### config.mk
export PLATFORM = sky130hd
export DESIGN_NAME = tpc_seq
export DESIGN_NICKNAME = d
export VERILOG_FILES = /design/src/tpc_pkg.sv /design/src/tpc_if.sv /design/src/tpc_cmd_rx.sv /design/src/tpc_seq.sv
export VERILOG_INCLUDE_DIRS = /design/src
export SDC_FILE = /design/constraint.sdc
export NUM_CORES = 1
export LEC_CHECK = 0
export ABC_AREA = 1
export BUFFER_PORTS_ARGS = -buffer_cell sky130_fd_sc_hd__buf_4
export CORE_ASPECT_RATIO = 0.6
export CORE_UTILIZATION = 45
export CTS_CLUSTER_SIZE = 12
export DETAILED_ROUTE_END_ITERATION = 8
export PLACE_DENSITY_LB_ADDON = 0.25
export SLEW_MARGIN = 20
export SYNTH_ARGS = -nofsm -noshare
export SYNTH_HDL_FRONTEND = slang
export SYNTH_HIERARCHICAL = 1
export SYNTH_SLANG_ARGS = --single-unit
### constraint.sdc
create_clock -name clk -period 2 [get_ports clk]
set_input_delay 0.3 -clock clk [delete_from_list [all_inputs] [get_ports clk]]
set_output_delay 0.3 -clock clk [all_outputs]
set_load 0.01 [all_outputs]
### src/tpc_defines.svh
// Constants for the touch panel converter sequencer
`ifndef TPC_DEFINES_SVH
`define TPC_DEFINES_SVH
`define TPC_POS_CHAN   4'h4
`define TPC_POS_ACQ    4'h5
`define TPC_POS_LAST   4'h8
`define TPC_CONV_BITS  4'hC
`define TPC_ACQ_CLKS   4'h3
`define TPC_RES_W      12
`define TPC_CH_Y       3'h1
`define TPC_CH_X       3'h5
`define TPC_PD_IRQ     2'h0
`define TPC_SER_BIT    2
`define TPC_PD_HI_BIT  1
`define TPC_PD_LO_BIT  0
`endif

### src/tpc_pkg.sv
// Types shared by the touch panel converter sequencer
package tpc_pkg;
  typedef enum logic [3:0] {
    TPC_DRV_IDLE = 4'b0001,
    TPC_DRV_ACQ  = 4'b0010,
    TPC_DRV_HOLD = 4'b0100,
    TPC_DRV_PDN  = 4'b1000
  } tpc_drv_t;
endpackage

### src/tpc_if.sv
// Carrier between the sequencer and its command receiver
`timescale 1ns/1ps
interface tpc_if;
  logic       rise;
  logic       din;
  logic       cs_act;
  logic       step;
  logic [3:0] pos;
  logic [6:0] sh;
  modport rx  (input rise, din, cs_act, output step, pos, sh);
  modport seq (input step, pos, sh, output rise, din, cs_act);
endinterface

### src/tpc_cmd_rx.sv
// Command byte receiver: finds the start bit and counts serial clocks
`timescale 1ns/1ps
`include "tpc_defines.svh"
module tpc_cmd_rx (
  // Clock and reset
  input wire logic clk,
  input wire logic resetn,
  // Link to the sequencer
  tpc_if.rx        lk
);

  // Bit position: 0 waits for start bit, 1..8 counts command clocks
  always_ff @(posedge clk) begin
    if (!resetn || !lk.cs_act) begin
      lk.pos <= 4'h0;
    end else if (lk.rise) begin
      if (lk.pos == 4'h0 || lk.pos == `TPC_POS_LAST) begin
        lk.pos <= lk.din ? 4'h1 : 4'h0;
      end else begin
        lk.pos <= lk.pos + 4'h1;
      end
    end
  end

  // Command bits after the start bit, first bit ends up highest
  always_ff @(posedge clk) begin
    if (!resetn) begin
      lk.sh <= 7'h00;
    end else if (lk.rise && lk.cs_act && lk.pos != 4'h0 && lk.pos != `TPC_POS_LAST) begin
      lk.sh <= {lk.sh[5:0], lk.din};
    end
  end

  // Step follows the rise so the sequencer sees the new position
  always_ff @(posedge clk) begin
    if (!resetn) begin
      lk.step <= 1'b0;
    end else begin
      lk.step <= lk.rise && lk.cs_act;
    end
  end

endmodule // tpc_cmd_rx

### src/tpc_seq.sv
// Touch panel converter sequencer: drivers, acquisition, result, pen
//
// How it works
// - Ratiometric: same channel requested during conversion keeps drivers on afterwards.
// - Single-ended: drivers go off during conversions.
// - Ratiometric: drivers stay on across conversions until power-down is commanded.
// - Input is sampled during serial clocks six, seven and eight only.
// - Power-down field 00 enters power-down with pen interrupt enabled.
// - Channel 001 drives the Y axis for a Y conversion.
// - Powered down: pen output released when untouched, pulled low when pressed.
// - After a conversion the device may power down until the next one.
// - Single-ended: drivers on from acquisition start, off when conversion starts.
// - Ratiometric: drivers on from acquisition start to a conversion end with power-down field 00.
`timescale 1ns/1ps
`include "tpc_defines.svh"
module tpc_seq (
  // Clock and reset
  input  wire logic                  clk,
  input  wire logic                  resetn,
  // Serial link pins
  input  wire logic                  cs_n,
  input  wire logic                  dclk,
  input  wire logic                  din,
  output logic                       dout,
  output logic                       busy,
  // Analog side
  input  wire logic [`TPC_RES_W-1:0] adc_sample,
  input  wire logic                  panel_pressed,
  output logic                       drive_x,
  output logic                       drive_y,
  output logic                       acq,
  // Pen touch open-drain pin
  output logic                       pen_touch_irq_o,
  output logic                       pen_touch_irq_oe_n,
  // Status
  output logic                       powered_dn
);

  tpc_if lk ();
  tpc_pkg::tpc_drv_t state;
  tpc_pkg::tpc_drv_t next_state;

  logic [1:0]            cs_sy;
  logic [2:0]            dclk_sy;
  logic [1:0]            din_sy;
  logic [1:0]            pen_sy;
  logic [`TPC_RES_W-1:0] adc_m;
  logic [`TPC_RES_W-1:0] adc_s;
  logic [`TPC_RES_W-1:0] result;
  logic [3:0]            conv_cnt;
  logic [2:0]            chan_act;
  logic [1:0]            pd_act;
  logic                  fall;
  logic                  cmd_done;
  logic                  acq_start;
  logic                  conv_end;
  logic                  keep;

  // Channel bits sit just above the newest bits once they are in
  function automatic logic [2:0] tpc_chan(input logic [6:0] sh, input logic [3:0] pos);
    logic [6:0] t;
    t = sh >> (pos - `TPC_POS_CHAN);
    return t[2:0];
  endfunction

  tpc_cmd_rx u_rx (
    .clk    (clk),
    .resetn (resetn),
    .lk     (lk)
  );

  // Two flops on every pin; third dclk flop only feeds edge detection
  always_ff @(posedge clk) begin
    if (!resetn) begin
      cs_sy   <= 2'h3;
      dclk_sy <= 3'h0;
      din_sy  <= 2'h0;
      pen_sy  <= 2'h0;
      adc_m   <= 12'h000;
      adc_s   <= 12'h000;
    end else begin
      cs_sy   <= {cs_sy[0], cs_n};
      dclk_sy <= {dclk_sy[1:0], dclk};
      din_sy  <= {din_sy[0], din};
      pen_sy  <= {pen_sy[0], panel_pressed};
      adc_m   <= adc_sample;
      adc_s   <= adc_m;
    end
  end

  assign lk.rise   = dclk_sy[1] & ~dclk_sy[2];
  assign lk.din    = din_sy[1];
  assign lk.cs_act = ~cs_sy[1];
  assign fall      = ~dclk_sy[1] & dclk_sy[2];

  // Events seen one cycle after each serial rising edge
  assign acq_start = lk.step && lk.pos == `TPC_POS_ACQ;
  assign cmd_done  = lk.step && lk.pos == `TPC_POS_LAST;
  assign conv_end  = lk.step && conv_cnt == `TPC_CONV_BITS;
  // Overlapped command for the same channel holds the panel
  assign keep = lk.pos >= `TPC_POS_CHAN && lk.pos < `TPC_POS_LAST
                && tpc_chan(lk.sh, lk.pos) == chan_act;

  // Fields of the finished command; power-down field kept while the next one shifts in, channel until its acquisition start
  always_ff @(posedge clk) begin
    if (!resetn) begin
      chan_act <= 3'h0;
      pd_act   <= 2'h3;
    end else if (acq_start) begin
      chan_act <= tpc_chan(lk.sh, lk.pos);
    end else if (cmd_done) begin
      pd_act   <= {lk.sh[`TPC_PD_HI_BIT], lk.sh[`TPC_PD_LO_BIT]};
    end
  end

  // Driver state decisions
  always_comb begin
    next_state = state;
    case (state)
      tpc_pkg::TPC_DRV_IDLE, tpc_pkg::TPC_DRV_PDN: begin
        if (acq_start) begin
          next_state = tpc_pkg::TPC_DRV_ACQ;
        end else if (conv_end && pd_act == `TPC_PD_IRQ) begin
          next_state = tpc_pkg::TPC_DRV_PDN;
        end
      end
      tpc_pkg::TPC_DRV_ACQ: begin
        if (!lk.cs_act) begin
          next_state = tpc_pkg::TPC_DRV_IDLE;
        end else if (cmd_done) begin
          // Single-ended lets go at conversion start
          next_state = lk.sh[`TPC_SER_BIT] ? tpc_pkg::TPC_DRV_IDLE
                                           : tpc_pkg::TPC_DRV_HOLD;
        end
      end
      tpc_pkg::TPC_DRV_HOLD: begin
        if (acq_start) begin
          next_state = tpc_pkg::TPC_DRV_ACQ;
        end else if (conv_end && !keep && pd_act == `TPC_PD_IRQ) begin
          next_state = tpc_pkg::TPC_DRV_PDN;
        end
      end
      default: begin
        next_state = tpc_pkg::TPC_DRV_IDLE;
      end
    endcase
  end

  always_ff @(posedge clk) begin
    if (!resetn) begin
      state <= tpc_pkg::TPC_DRV_IDLE;
    end else begin
      state <= next_state;
    end
  end

  // Panel drivers and sample switch, registered off the next state
  always_ff @(posedge clk) begin
    if (!resetn) begin
      drive_x    <= 1'b0;
      drive_y    <= 1'b0;
      acq        <= 1'b0;
      powered_dn <= 1'b0;
    end else begin
      drive_y    <= (next_state == tpc_pkg::TPC_DRV_ACQ || next_state == tpc_pkg::TPC_DRV_HOLD)
                    && (acq_start ? tpc_chan(lk.sh, lk.pos) : chan_act) == `TPC_CH_Y;
      drive_x    <= (next_state == tpc_pkg::TPC_DRV_ACQ || next_state == tpc_pkg::TPC_DRV_HOLD)
                    && (acq_start ? tpc_chan(lk.sh, lk.pos) : chan_act) == `TPC_CH_X;
      acq        <= next_state == tpc_pkg::TPC_DRV_ACQ;
      powered_dn <= next_state == tpc_pkg::TPC_DRV_PDN;
    end
  end

  // Conversion: sample held at clock eight, twelve bits shifted out
  always_ff @(posedge clk) begin
    if (!resetn || !lk.cs_act) begin
      conv_cnt <= 4'h0;
    end else if (cmd_done) begin
      conv_cnt <= 4'h1;
    end else if (conv_end) begin
      conv_cnt <= 4'h0;
    end else if (lk.step && conv_cnt != 4'h0) begin
      conv_cnt <= conv_cnt + 4'h1;
    end
  end

  // Result latch and serial output, MSB first on falling edges
  always_ff @(posedge clk) begin
    if (!resetn) begin
      result <= 12'h000;
      dout   <= 1'b0;
      busy   <= 1'b0;
    end else begin
      if (cmd_done) begin
        result <= adc_s;
      end
      if (cmd_done) begin
        busy <= 1'b1;
      end else if (fall || !lk.cs_act) begin
        busy <= 1'b0;
      end
      if (!lk.cs_act) begin
        dout <= 1'b0;
      end else if (fall && conv_cnt != 4'h0) begin
        dout <= result[`TPC_CONV_BITS - conv_cnt];
      end
    end
  end

  // Pen pin: only pulls low, the outside pull-up gives the high
  assign pen_touch_irq_o = 1'b0;
  always_ff @(posedge clk) begin
    if (!resetn) begin
      pen_touch_irq_oe_n <= 1'b1;
    end else begin
      pen_touch_irq_oe_n <= ~(powered_dn & pen_sy[1]);
    end
  end

  // Helper: serial steps counted while acquiring
  logic [3:0] acq_steps;
  always_ff @(posedge clk) begin
    if (!resetn || !acq) begin
      acq_steps <= 4'h0;
    end else if (lk.step) begin
      acq_steps <= acq_steps + 4'h1;
    end
  end
endmodule // tpc_seq
==> metrics <==
status finished, violations left; violated checks design-rule violations; adder-cell share of the synthesized area 0.0272; Synth Cell Area 3220 um^2; Die Wd approximately 110 um; commonest non-fill, non-tap cell in the layout nand2_1; grt ovf 0; Tcrit/Tclk final 0.867; root buf cell clkbuf_16; CP Launch Point conv_cnt[1]; die area 7510 um^2; VDD IR max ~0.48 mV; Crit Path Class reg -> reg; largest net degree at the start of global routing 57; Peak Freq 576 MHz; PwrDens approximately 850 nW/um^2; RR Startpoint conv_cnt[1]; via density per instance 4.65; Leak Pwr 0.00188 uW; crit start category register; total wire length 6280 um; hold buffers post-CTS 0; Hold WS 0.142 ns; XOR/XNOR Fraction of Synth Area 0.00272; vias in the first global route 2,241; total CTS buffers 9; post-CTS sizing 0; sequential area share after synthesis 0.479; Setup TNS 0 ns; Tmin final 1.73 ns; max-slew violations 0; Worst Clk Skew 0.00701 ns; post-route ant nets 0; Least-Margin Pin Slew 0.531 ns; initial antenna violation count 0; share of the synthesized area in the top cell type 0.479; post-synth top area cell dfxtp_1; arrival time worst endpoint approximately 2.0 ns; Post-layout nets 499; mux share of post-synthesis cell area 0.00622; syn_area_per_cell about 7.3 um^2; Final setup viols 0; crit path capture powered_dn; starting density of the core 0.474; CTS max path bufs 2; row count 23; dominant cells by area after synthesis dfxtp_1 (48%), nand2_1 (12%), inv_1 (8.6%); commonest cells after routing, fill and taps aside nand2_1 (101), dfxtp_1 (77), inv_1 (74); final instance area 3800 um^2; WL per Instance 11.1 um; Worst Hold Class in -> reg; end of the worst register-to-register path powered_dn; top-level I/O count 26; DP Wirelength 4500 um; first-pass GRT wire length 10,700 um; Area growth, synth to finish 18.1%; Worst setup EP type register; maximum level of the CTS H-tree 3; worst r2r path cells 9; Worst Hold Launch adc_sample[6]; CTS tree built; Slew HR 0.643; synth warn 6; clock slew at reported path FFs 0.06 ns; Hold Violations, Final 0; IO buf count 24; DRT iter0 DRCs 214; combinational family with the most area after synthesis simple AND/OR/NAND/NOR gates; placed inst area 3510 um^2; Reg2Reg Setup Slack 0.27 ns; clk_lat worst skew about 0.33 ns; all-layer global routing usage 0.187; Distinct cells, synth 33; Pre-antenna DRT Iters 7; height of the die 67.5 um; core area 6790 um^2; CP Max Fanout 4; Compound-Gate Fraction of Synth Area 0.0882; total clock sinks 77; Critical Path RT 2.25 ns; diode count 0; Residual DRC 2; MaxCap Viol Count 0; Routability Congestion 0.861; # Post-CTS Setup Buffers 0; syn_nets approximately 470; Overall Power 3230 uW; RSZ-0062 raised after global routing no; layout cells sized above 1 0.136; Synth Register Bits 77; total number of vias 2,632; Post-Synth Simple-Gate Area 0.284; final core occ 0.560; Synth Instances 443
[stage by stage]
stage / instances / worst slack, ns
5_1_grt: 566 / 0.0483
6_report: 566 / 0.265
3_3_place_gp: 550 / 0.369
3_5_place_dp: 550 / 0.317
2_1_floorplan: 443 / 0.284
4_1_cts: 566 / 0.291
[cells by family after synthesis]
family | count (synthesis)
other cells | 1
fa+ha+maj | 7
xor+xnor | 1
flops | 77
mux | 2
simple gates | 212
buf+inv | 91
compound gates | 52
[sequential cells by signal (all words and copies together) (netlist names), 2 cells and up]
| register | count |
|---|---|
| din_sy | 2 |
| pd_act | 2 |
| adc_m | 12 |
| chan_act | 3 |
| u_rx/lk.sh | 7 |
| u_rx/lk.pos | 4 |
| adc_s | 12 |
| cs_sy | 2 |
| pen_sy | 2 |
| conv_cnt | 4 |
| state | 4 |
| dclk_sy | 3 |
| result | 12 |
[critical path: stages, from the launching register on]
cell     delay, ns
dfxtp_1       0.33
inv_1         0.08
ha_1          0.18
nand2_1       0.08
nor3_1        0.25
nor3b_2       0.30
nand2_1       0.11
nand2_1       0.07
nand2_1       0.07
a21oi_1       0.19
[per-layer routing]
layer | global-route usage | vias up | routed length [um]
met5 | 0 | - | 0
met3 | 0.0628 | 7 | 409
met2 | 0.270 | 81 | 2390
li1 | - | 1420 | -
met1 | 0.259 | 1124 | 3420
met4 | 0.0676 | 0 | 62
[report_power, final]
part           internal [uW]  switching [uW]
registers               1570            9.69
clock network            915             636
logic                   44.9            57.3
total                   2530             703
[final cells by class]
cell class / instances / area [um^2]
clock buffers: 11 / 253
clock inverters: 5 / 40.0
fillers: 625 / 2990
inverters: 78 / 293
multi-input cells: 275 / 1320
flip-flops and latches: 77 / 1540
well taps: 87 / 109
repair buffers: 33 / 248
[cell usage after synthesis, drive strengths merged]
cell,number
ha,7
mux2i,2
o21ai,29
o22ai,1
conb,1
buf,7
o211ai,4
nor3b,1
inv,78
o311ai,1
o2111ai,1
a31oi,1
nor2,67
or2,2
nand3,21
nor3,6
nand4,4
clkbuf,6
a21oi,14
o221ai,1
nand2,104
dfxtp,77
nand3b,7
xor2,1
[how the worst min path moves through the flow]
stage | to | cells past startpoint
finish | adc_m[6] | 3
floorplan | pen_touch_irq_oe_n | 1
detailed placement | pen_touch_irq_oe_n | 1
global route | adc_m[10] | 3
global placement | pen_touch_irq_oe_n | 1
CTS | adc_m[11] | 3
No activity file was read; power rests on OpenSTA's default activity.
